$ cat src/include/pcm_amp_defines.vh
// Purpose: Shared constants for the amplifier mode and channel control block.
// Assumes: Core clock of 10 MHz; 16-bit audio words.
// Notes:   Band codes come from an external four-level comparator on the select line.
// How it works
// RULE1 - Bit clock that stops toggling is detected and standby entered automatically.
// RULE2 - In standby the output stage is off and both outputs are high impedance.
// RULE3 - Controller should prefer shutdown over stopping the bit clock for low power.
// RULE4 - Filter setting is chosen from the measured word clock rate, no config input.
// RULE5 - Below 30 kHz the voice filter setting is chosen.
// RULE6 - Between 30 kHz and 50 kHz the first music filter setting is chosen.
// RULE7 - Above 50 kHz the high-rate music filter setting is chosen.
// RULE8 - Select line below the lowest band puts the device into shutdown.
// RULE9 - Shutdown turns every block off and forces the output stage to high impedance; here capture and rate measurement still run.
// RULE10 - Select line above the upper band plays only the left word.
// RULE11 - Select line between upper and middle bands plays only the right word.
// RULE12 - Select line between middle and lowest bands plays left plus right halved.
// RULE13 - Source supplies 32, 48 or 64 bit clocks per word clock period.
// RULE14 - In TDM, left uses slot one; right or average uses slot two.
// RULE15 - When bit clock resumes after standby, playback of the selected channel returns.
`ifndef PCM_AMP_DEFINES_VH
`define PCM_AMP_DEFINES_VH
`define BAND_SHUTDOWN   2'h0
`define BAND_AVERAGE    2'h1
`define BAND_RIGHT      2'h2
`define BAND_LEFT       2'h3
`define FILT_VOICE      2'h0
`define FILT_MUSIC      2'h1
`define FILT_HIGH       2'h2
`define CORE_HZ         10000000
`define IDLE_TIME_US    20
`define IDLE_CYCLES     ((`IDLE_TIME_US * (`CORE_HZ / 1000000)))
`define RATE_30K_CYC    (`CORE_HZ / 30000)
`define RATE_50K_CYC    (`CORE_HZ / 50000)
`define WORD_BITS       16
`define CNT_W           16
`define SLOT1_LAST      7'h0F
`define SLOT2_LAST      7'h1F
`define BITCNT_MAX      7'h7F
`define TDM_PULSE_MAX   7'h01
`endif

$ cat src/rtl/pcm_amp_mode_control.v
// Purpose: Mode, channel and filter control for a PCM input speaker amplifier.
// Assumes: Bit clock, word clock and data are sampled by the 10 MHz core clock.
// Notes:   Word clock low marks the left word; a short high pulse marks a TDM frame.
`include "pcm_amp_defines.vh"
`default_nettype none
module pcm_amp_mode_control #(
    parameter WORD_W     = `WORD_BITS,
    parameter IDLE_LIMIT = `IDLE_CYCLES
) (
    input  wire              core_clk,
    input  wire              reset_n,
    input  wire              bitClk,
    input  wire              wordClk,
    input  wire              serialData,
    input  wire [1:0]        channel_shutdown_select,
    output reg  [WORD_W-1:0] sampleData,
    output wire              sampleValid,
    input  wire              sampleReady,
    output reg  [1:0]        filterSel,
    output reg               outputEnable,
    output reg               standby,
    output reg               shutdown
);
    // =====================================================================
    // Input synchronisers
    // =====================================================================
    reg [1:0] bclkSync_r;
    reg [1:0] wclkSync_r;
    reg [1:0] dataSync_r;
    reg [1:0] selSync0_r;
    reg [1:0] selSync1_r;
    reg       bclkPrev_r;
    reg       wclkPrev_r;
    always @(posedge core_clk or negedge reset_n) begin
        if (!reset_n) begin
            bclkSync_r <= 2'h0;
            // Word clock idles high before the first stream, so a low reset value would show a false rise.
            wclkSync_r <= 2'h3;
            dataSync_r <= 2'h0;
            selSync0_r <= 2'h0;
            selSync1_r <= 2'h0;
            bclkPrev_r <= 1'b0;
            wclkPrev_r <= 1'b1;
        end else begin
            bclkSync_r <= {bclkSync_r[0], bitClk};
            wclkSync_r <= {wclkSync_r[0], wordClk};
            dataSync_r <= {dataSync_r[0], serialData};
            selSync0_r <= channel_shutdown_select;
            selSync1_r <= selSync0_r;
            bclkPrev_r <= bclkSync_r[1];
            wclkPrev_r <= wclkSync_r[1];
        end
    end
    wire bclkRise = bclkSync_r[1] && !bclkPrev_r;
    wire wclkRise = wclkSync_r[1] && !wclkPrev_r;
    wire wclkFall = !wclkSync_r[1] && wclkPrev_r;
    wire [1:0] band = selSync1_r;

    // =====================================================================
    // Standby detection
    // =====================================================================
    reg [`CNT_W-1:0] idleCnt_r;
    always @(posedge core_clk or negedge reset_n) begin
        if (!reset_n) begin
            idleCnt_r <= {`CNT_W{1'b0}};
            standby   <= 1'b1;
        end else if (bclkRise) begin
            idleCnt_r <= {`CNT_W{1'b0}};
            standby   <= 1'b0;                                  // [RULE15]
        end else if (idleCnt_r >= IDLE_LIMIT[`CNT_W-1:0]) begin
            standby   <= 1'b1;                                  // [RULE1]
        end else begin
            idleCnt_r <= idleCnt_r + {{(`CNT_W-1){1'b0}}, 1'b1};
        end
    end

    // =====================================================================
    // Mode and output stage control
    // =====================================================================
    always @(posedge core_clk or negedge reset_n) begin
        if (!reset_n) begin
            shutdown     <= 1'b1;
            outputEnable <= 1'b0;
        end else begin
            shutdown     <= (band == `BAND_SHUTDOWN);           // [RULE8]
            // Output stage is released only when neither low-power state holds.
            outputEnable <= (band != `BAND_SHUTDOWN) && !standby; // [RULE2] [RULE9]
        end
    end

    // =====================================================================
    // Sample rate measurement and filter choice
    // =====================================================================
    reg [`CNT_W-1:0] rateCnt_r;
    always @(posedge core_clk or negedge reset_n) begin
        if (!reset_n) begin
            rateCnt_r <= {`CNT_W{1'b0}};
            filterSel <= `FILT_VOICE;
        end else if (wclkRise) begin
            rateCnt_r <= {`CNT_W{1'b0}};
            // Period is compared, so a longer period means a lower rate.
            if (rateCnt_r > `RATE_30K_CYC)
                filterSel <= `FILT_VOICE;                       // [RULE4] [RULE5]
            else if (rateCnt_r > `RATE_50K_CYC)
                filterSel <= `FILT_MUSIC;                       // [RULE6]
            else
                filterSel <= `FILT_HIGH;                        // [RULE7]
        end else if (rateCnt_r != {`CNT_W{1'b1}}) begin
            rateCnt_r <= rateCnt_r + {{(`CNT_W-1){1'b0}}, 1'b1};
        end
    end

    // =====================================================================
    // Serial word capture
    // =====================================================================
    // Bit count restarts at every word clock edge of a half-duty frame. A fall that
    // comes within one bit of the rise is a TDM frame pulse: counting runs on, and
    // the second slot is the sixteen bits after the first.
    reg [6:0]        bitCnt_r;
    reg [WORD_W-1:0] shift_r;
    reg              isRight_r;
    reg              tdm_r;
    reg              wordDone_r;
    reg              wordRight_r;
    reg [WORD_W-1:0] wordOut_r;
    wire [WORD_W-1:0] shifted  = {shift_r[WORD_W-2:0], dataSync_r[1]};
    wire              slot1End = (bitCnt_r == `SLOT1_LAST);
    wire              slot2End = tdm_r && (bitCnt_r == `SLOT2_LAST);
    always @(posedge core_clk or negedge reset_n) begin
        if (!reset_n) begin
            // A saturated count keeps the first fall after reset from looking like a pulse.
            bitCnt_r    <= `BITCNT_MAX;
            shift_r     <= {WORD_W{1'b0}};
            isRight_r   <= 1'b0;
            tdm_r       <= 1'b0;
            wordDone_r  <= 1'b0;
            wordRight_r <= 1'b0;
            wordOut_r   <= {WORD_W{1'b0}};
        end else begin
            wordDone_r <= 1'b0;
            if (wclkFall) begin
                if (bitCnt_r > `TDM_PULSE_MAX) begin
                    bitCnt_r  <= 7'h00;
                    isRight_r <= 1'b0;
                    tdm_r     <= 1'b0;
                end else begin
                    tdm_r     <= 1'b1;                          // [RULE14]
                end
            end else if (wclkRise) begin
                bitCnt_r  <= 7'h00;
                isRight_r <= 1'b1;
            end else if (bclkRise) begin
                shift_r  <= shifted;
                bitCnt_r <= (bitCnt_r == `BITCNT_MAX) ? bitCnt_r : bitCnt_r + 7'h01;
                // Bits past the last slot in use are ignored.
                if (slot1End || slot2End) begin
                    wordDone_r  <= 1'b1;                        // [RULE14]
                    wordRight_r <= tdm_r ? slot2End : isRight_r;
                    wordOut_r   <= shifted;
                end
            end
        end
    end

    // =====================================================================
    // Channel selection into the output buffer
    // =====================================================================
    reg              pushValid_r;
    reg [WORD_W-1:0] pushData_r;
    reg [WORD_W-1:0] leftWord_r;
    wire             pushReady;
    wire [WORD_W:0]  sumLR = {leftWord_r[WORD_W-1], leftWord_r} + {wordOut_r[WORD_W-1], wordOut_r};
    always @(posedge core_clk or negedge reset_n) begin
        if (!reset_n) begin
            pushValid_r  <= 1'b0;
            pushData_r   <= {WORD_W{1'b0}};
            leftWord_r   <= {WORD_W{1'b0}};
        end else begin
            if (pushValid_r && pushReady)
                pushValid_r <= 1'b0;
            if (wordDone_r) begin
                if (!wordRight_r)
                    leftWord_r <= wordOut_r;
                if (outputEnable) begin
                    case (band)
                    `BAND_LEFT: begin
                        if (!wordRight_r) begin
                            pushValid_r <= 1'b1;
                            pushData_r  <= wordOut_r;           // [RULE10]
                        end
                    end
                    `BAND_RIGHT: begin
                        if (wordRight_r) begin
                            pushValid_r <= 1'b1;
                            pushData_r  <= wordOut_r;           // [RULE11]
                        end
                    end
                    `BAND_AVERAGE: begin
                        if (wordRight_r) begin
                            pushValid_r <= 1'b1;
                            pushData_r  <= sumLR[WORD_W:1];     // [RULE12]
                        end
                    end
                    default: begin
                        pushValid_r <= 1'b0;
                    end
                    endcase
                end
            end
        end
    end

    wire [WORD_W-1:0] bufData;
    pair_buffer #(
        .WIDTH   (WORD_W)
    ) u_buf (
        .core_clk (core_clk),
        .reset_n  (reset_n),
        .inValid  (pushValid_r),
        .inReady  (pushReady),
        .inData   (pushData_r),
        .outValid (sampleValid),
        .outReady (sampleReady),
        .outData  (bufData)
    );
    always @* begin
        sampleData = bufData;
    end
endmodule
`default_nettype wire

$ cat src/rtl/pair_buffer.v
// Purpose: Two-entry valid/ready buffer for output samples.
// Assumes: Single clock domain.
// Notes:   Full only after two words, so a stall loses nothing.
`default_nettype none
module pair_buffer #(
    parameter WIDTH = 16
) (
    input  wire             core_clk,
    input  wire             reset_n,
    input  wire             inValid,
    output wire             inReady,
    input  wire [WIDTH-1:0] inData,
    output wire             outValid,
    input  wire             outReady,
    output wire [WIDTH-1:0] outData
);
    reg [WIDTH-1:0] mem_r [0:1];
    reg             wrPtr_r;
    reg             rdPtr_r;
    reg [1:0]       count_r;
    wire            doWrite = inValid && inReady;
    wire            doRead  = outValid && outReady;
    assign inReady  = (count_r != 2'h2);
    assign outValid = (count_r != 2'h0);
    assign outData  = mem_r[rdPtr_r];
    always @(posedge core_clk or negedge reset_n) begin
        if (!reset_n) begin
            wrPtr_r    <= 1'b0;
            rdPtr_r    <= 1'b0;
            count_r    <= 2'h0;
            mem_r[0]   <= {WIDTH{1'b0}};
            mem_r[1]   <= {WIDTH{1'b0}};
        end else begin
            if (doWrite) begin
                mem_r[wrPtr_r] <= inData;
                wrPtr_r        <= ~wrPtr_r;
            end
            if (doRead)
                rdPtr_r <= ~rdPtr_r;
            if (doWrite && !doRead)
                count_r <= count_r + 2'h1;
            else if (doRead && !doWrite)
                count_r <= count_r - 2'h1;
        end
    end
endmodule
`default_nettype wire

$ cat config.mk
export PLATFORM = sky130hd
export DESIGN_NAME = pcm_amp_mode_control
export DESIGN_NICKNAME = d
export VERILOG_FILES = /design/src/rtl/pcm_amp_mode_control.v /design/src/rtl/pair_buffer.v
export VERILOG_INCLUDE_DIRS = /design/src /design/src/include
export SDC_FILE = /design/constraint.sdc
export NUM_CORES = 1
export LEC_CHECK = 0
export BUFFER_PORTS_ARGS = -buffer_cell sky130_fd_sc_hd__buf_2
export CELL_PAD_IN_SITES_DETAIL_PLACEMENT = 0
export CELL_PAD_IN_SITES_GLOBAL_PLACEMENT = 1
export CORE_UTILIZATION = 24
export DETAILED_ROUTE_END_ITERATION = 10
export PLACE_DENSITY_LB_ADDON = 0.1
export SETUP_SLACK_MARGIN = 0.05
export SYNTH_ARGS = -nofsm -noshare
export SYNTH_HDL_FRONTEND = slang
export SYNTH_HIERARCHICAL = 1
export SYNTH_SLANG_ARGS = --single-unit
$ cat constraint.sdc
create_clock -name core_clk -period 3.15 [get_ports core_clk]
set_input_delay 0.63 -clock core_clk [delete_from_list [all_inputs] [get_ports core_clk]]
set_output_delay 0.63 -clock core_clk [all_outputs]
set_load 0.02 [all_outputs]
Word-level counts from Yosys, hierarchy flattened

Index checks and enable logic that the tools add are counted.

$lt $le $gt $ge: 7
Mux-type cells: 40
Add/sub/neg operators: 6
Reductions and logical operators: 33
Bitwise gates (word level): 7
Equal/unequal tests: 14

Operator list:

| operator                                                        | number |
|---|---|
| two-way mux 16 bit                                              | 11 |
| case mux 16 bit (3 select lines)                                | 1 |
| two-way mux 7 bit                                               | 5 |
| adder 16 x 1 -> 16 bit (second input constant)                  | 2 |
| bitwise mux 32 bit                                              | 1 |
| adder 16 x 16 -> 17 bit                                         | 1 |
| demux 16 bit (select 1 bit)                                     | 1 |
| >= comparator 16 x 8 -> 1 bit (second input constant)           | 1 |
| greater-than comparator 16 x 8 -> 1 bit (second input constant) | 1 |
| greater-than comparator 16 x 9 -> 1 bit (second input constant) | 1 |
| two-way mux 1 bit                                               | 16 |
| != test 16 bit (second input constant)                          | 1 |
| nonzero test 2 bit                                              | 6 |
| logical AND 1 bit                                               | 10 |
| != test 2 bit (second input constant)                           | 5 |
| two-way mux 2 bit                                               | 4 |
| adder 7 x 1 -> 7 bit (second input constant)                    | 1 |
| equality test 7 x 4 -> 1 bit (second input constant)            | 1 |
| equality test 7 x 5 -> 1 bit (second input constant)            | 1 |
| equality test 7 bit (second input constant)                     | 1 |
| greater-than comparator 7 x 1 -> 1 bit (second input constant)  | 1 |
| zero test 1 bit                                                 | 6 |
| AND reduction 3 bit                                             | 2 |
| AND reduction 6 bit                                             | 1 |
| 17 further kinds                                                | 26 |

Flip-flop bits (word level): 160
Bits of input ports: 8
Logic and storage cells: 135

Logic depth before layout (Yosys ltp)

Depth in word-level cells: 7
Gate-level depth with buffers: 11
Mapped depth without buffers: 8

Hierarchy

The synthesis kept the hierarchy.

Modules (own cells, without submodules):

| module               | times used | area an instance (um^2) | cells each |
|---|---|---|---|
| pcm_amp_mode_control | 1          | 6095.8                  | 552 |
| pair_buffer          | 1          | 1695.4                  | 103 |

Least setup slack after synthesis

Ideal clock, no wire load.

Path type: reg2reg
From: register wordOut_r[0]
To: register pushData_r[11]
Buffers on the path: 0
Required time: 3028 ps
Slack: 1053 ps
Stages on the path, launching flop included: 9
Arrival time: 1976 ps
Path through: dfrtp_1 -> and2_1 -> fa_1 -> a21o_1 -> a31oi_1 -> o21ai_1 -> o21ai_0 -> mux2i_1 -> nand2_1

Longest elaborated chain between the ends: 3

RTL lines:

| item                             | RTL line                   | text |
|---|---|---|
| from (decl)                      | pcm_amp_mode_control.v:125 | `reg [WORD_W-1:0] wordOut_r;` |
| from (signal assigned)           | pcm_amp_mode_control.v:138 | `wordOut_r <= {WORD_W{1'b0}};` |
| from (signal assigned)           | pcm_amp_mode_control.v:159 | `wordOut_r <= shifted;` |
| adder 16 x 16 -> 17 bit          | pcm_amp_mode_control.v:172 | `wire [WORD_W:0] sumLR = {leftWord_r[WORD_W-1], leftWord_r} + {wordOut_r[WORD_W-1], wordOut_r};` |
| two-way mux 16 bit               | pcm_amp_mode_control.v:199 | `if (wordRight_r) begin` |
| case mux 16 bit (3 select lines) | pcm_amp_mode_control.v:185 | `case (band)` |
| to (signal assigned)             | pcm_amp_mode_control.v:176 | `pushData_r <= {WORD_W{1'b0}};` |
| to (signal assigned)             | pcm_amp_mode_control.v:189 | `pushData_r <= wordOut_r;` |
| to (signal assigned)             | pcm_amp_mode_control.v:201 | `pushData_r <= sumLR[WORD_W:1];` |
| to (decl)                        | pcm_amp_mode_control.v:169 | `reg [WORD_W-1:0] pushData_r;` |

No other way between the ends. The select of a mux whose other input is x is not followed.
A chain may end at the register's enable or synchronous reset.

Final worst setup path

From: register u_buf.rdPtr_r
To: output port sampleData[15]

Longest elaborated chain between the ends: 4

RTL lines:

| item                                                  | RTL line                  | text |
|---|---|---|
| from (decl)                                           | pair_buffer.v:19          | `reg rdPtr_r;` |
| from (signal assigned)                                | pair_buffer.v:39          | `rdPtr_r <= ~rdPtr_r;` |
| inverter 1 -> 2 bit (implied by the code)             | pair_buffer.v:25          | `assign outData = mem_r[rdPtr_r];` |
| two-way mux 16 bit (implied by the code) (3 in a row) | pair_buffer.v:25          |  |
| to (decl)                                             | pcm_amp_mode_control.v:16 | `output reg [WORD_W-1:0] sampleData,` |

No other way between the ends. The select of a mux whose other input is x is not followed.

==> flow_summary.json <==
{
  "synth_top_cell_area_share": 0.475,
  "grt_pass1_wl_um": 27500,
  "startpoint_type": "register",
  "gr-total-overflow": 0,
  "die_h_um": 182,
  "tightestPinTransition_ps": 808,
  "cts_tree": "yes",
  "multiInputGateArea_um2": 3530,
  "cts.sinks": 160,
  "synth_top_area_cell": "dfrtp_1",
  "clk_path_buf_depth": 2,
  "post_cts_buffers": 0,
  "regToRegSetupSlack_ps": 780,
  "drc": 0,
  "coreArea_um2": 31700,
  "synth_edf_count": 0,
  "drt_first_pass_iters": 4,
  "place_ws_ps": 713,
  "r2r_end": "pushData_r[11]",
  "cp_cell_sequence": "mux2_2 > buf_2",
  "async_flop_share": 1.00,
  "synth_area_leaders": "dfrtp_1, mux2_2, ha_1",
  "fin_crit_sh": 0.791,
  "fill_cells": 3258,
  "synth-xor-area-share": 0.0326,
  "cts_resized": 0,
  "clock-root-buffer": "clkbuf_16",
  "drt-initial-drc-count": 199,
  "die_area_um2": 33200,
  "synth.most_common_cell": "dfrtp_1",
  "hpwlAfterDp_um": 11600,
  "track_usage": 0.105,
  "maxSlewHeadroom": 0.448,
  "numCtsBuffers": 17,
  "synth_warnings": 6,
  "syn_avg_cell_area_um2": 11.9,
  "worst_slack_ps": 658,
  "yosysUniqueCellTypes": 67,
  "slowest_stage": "dfrtp_1",
  "synth_compound_area_frac": 0.0859,
  "h-tree-depth": 4,
  "vias": 4905,
  "drt_wl_total_um": 16200,
  "instances_no_fill": 1103,
  "layout.nets": 728,
  "clock_latency_ps": 430,
  "wl_per_cell_um": 14.7,
  "p_leak_uw": 0.00420,
  "fmax_mhz": 401,
  "place_inst": 1071,
  "critPathArrivalTime_ps": 1860,
  "ys_seq_elements": 160,
  "synth_common_cells": "dfrtp_1, mux2_2, nor2_1",
  "ys_seq_area_frac": 0.516,
  "place_congestion": 0.770,
  "ir_worst_vdd_v": 0.000349,
  "hp-class": "input pin to asynchronous set/reset pin",
  "max_stage_delay_ps": 850,
  "cts_hold_buf": 0,
  "power_uw": 4820,
  "ant_nets": 0,
  "synth_top_family_by_area": "multiplexers",
  "ios": 30,
  "r2r-start": "wordOut_r[0]",
  "vias_per_cell": 4.45,
  "port_buffers": 29,
  "fin_setup_tns_ps": 0,
  "n_antenna_cell": 0,
  "synth_adder_area_share": 0.0524,
  "finalHoldViolCount": 0,
  "row_count": 65,
  "cts.clk_slew.worst_paths_ps": 70,
  "synthSimpleGateAreaFrac": 0.121,
  "worst-setup-path-type": "register to output port",
  "skew_ps": 10.3,
  "end_kind": "output port",
  "start_util": 0.246,
  "cap_violations": 0,
  "dieWidth_um": 182,
  "finalCriticalPeriod_ps": 2490,
  "fin_util": 0.281,
  "drive_above_1_share": 0.250,
  "p_per_area_nw_per_um2": 540,
  "crit_fanout": 17,
  "r2r_cells": 8,
  "postSynthNetCount": 695,
  "syn2layout_area_growth_pct": 14.5,
  "synth_top_flop_cell": "dfrtp_1",
  "grt_pass1_vias": 5183,
  "synth_cells": 655,
  "slew_violations": 0,
  "grt_max_degree": 58,
  "rsz0062_at_grt": "no",
  "worstPathRequired_ps": 2520,
  "antenna_found_initial": 0,
  "synthMuxAreaShare": 0.161,
  "finalSetupViolCount": 0,
  "status": "finished clean",
  "syn-cell-area_um2": 7790,
  "seq_area_um2": 4020
}
sequential cells by signal, indices dropped and copies added (netlist names), 2 cells and up:
register	cells
u_buf/mem_r	32
idleCnt_r	16
leftWord_r	16
pushData_r	16
rateCnt_r	16
wordOut_r	16
shift_r	15
bitCnt_r	7
band	2
bclkSync_r	2
dataSync_r	2
filterSel	2
selSync0_r	2
u_buf/count_r	2
wclkSync_r	2
worst max-delay path, delay by kind of cell (launching register included):
kind                   cells  cell delay, ps
flip-flops                 1             850
buffers and inverters      1             160
multiplexers               1             420
per-layer routing:
| layer | vias to the layer above | routed length [um] | global-route usage |
|---|---|---|---|
| met4 | 0 | 229 | 0.0370 |
| li1 | 2406 | - | - |
| met1 | 2419 | 7990 | 0.137 |
| met2 | 65 | 7470 | 0.169 |
| met3 | 15 | 490 | 0.0255 |
| met5 | - | 0 | 0 |
per-stage QoR:
step | instance area, um2 | hold WS [ps]
floorplan | 7790 | 331
global placement | 8370 | 339
detailed placement | 8370 | 338
CTS | 8920 | 188
global route | 8920 | 208
finish | 8920 | 173
cells by family after synthesis:
family                     after synthesis
AOI/OAI and AO/OA                      106
xor gates and xnor gates                29
adders and majority gates               32
buffers and inverters                   45
DFF                                    160
muxes                                  106
and+or+nand+nor                        177
layout make-up:
class	count	area share
flip-flops and latches	160	0.451
multi-input cells	450	0.396
well taps	402	0.0564
clock buffers	18	0.0481
repair buffers	39	0.0268
clock inverters	14	0.0139
inverters	20	0.00842
layout by cell type (no fill, tap or decap), drive strengths merged, types with 5 or more instances in the layout:
cell type / synthesis / final
nand3: 17 / 17
nand2b: 7 / 7
inv: 19 / 26
xor2: 15 / 15
dfstp: 12 / 12
a21oi: 33 / 33
nand2: 31 / 31
dfrtp: 148 / 148
o21ai: 32 / 32
mux2i: 10 / 10
o21bai: 5 / 5
a31oi: 6 / 6
clkbuf: 8 / 18
a21o: 6 / 6
mux2: 96 / 96
nor3: 14 / 14
buf: 17 / 39
and3: 7 / 7
nand4: 11 / 11
and2: 13 / 13
xnor2: 14 / 14
nor4: 6 / 6
or3: 5 / 5
ha: 31 / 31
nor2: 43 / 43
clkinv: 1 / 5
nor3b: 8 / 8
how the worst max path moves through the flow:
| stage | start | endpoint | slack, ps | depth (start not counted) |
|---|---|---|---|---|
| finish | u_buf/rdPtr_r | sampleData[15] | 660 | 2 |
| global placement | wclkSync_r[1] | wordRight_r | 740 | 5 |
| global route | u_buf/rdPtr_r | sampleData[15] | 530 | 2 |
| CTS | u_buf/rdPtr_r | sampleData[15] | 590 | 2 |
| detailed placement | wclkSync_r[1] | wordRight_r | 710 | 5 |
| floorplan | wordOut_r[0] | pushData_r[11] | 1050 | 8 |
power by group:
part | internal, uW | switching (uW) | total, uW
combinational | 225 | 240 | 466
sequential | 2210 | 173 | 2380
clock | 1040 | 932 | 1970
(Power assumes the default switching activity.)
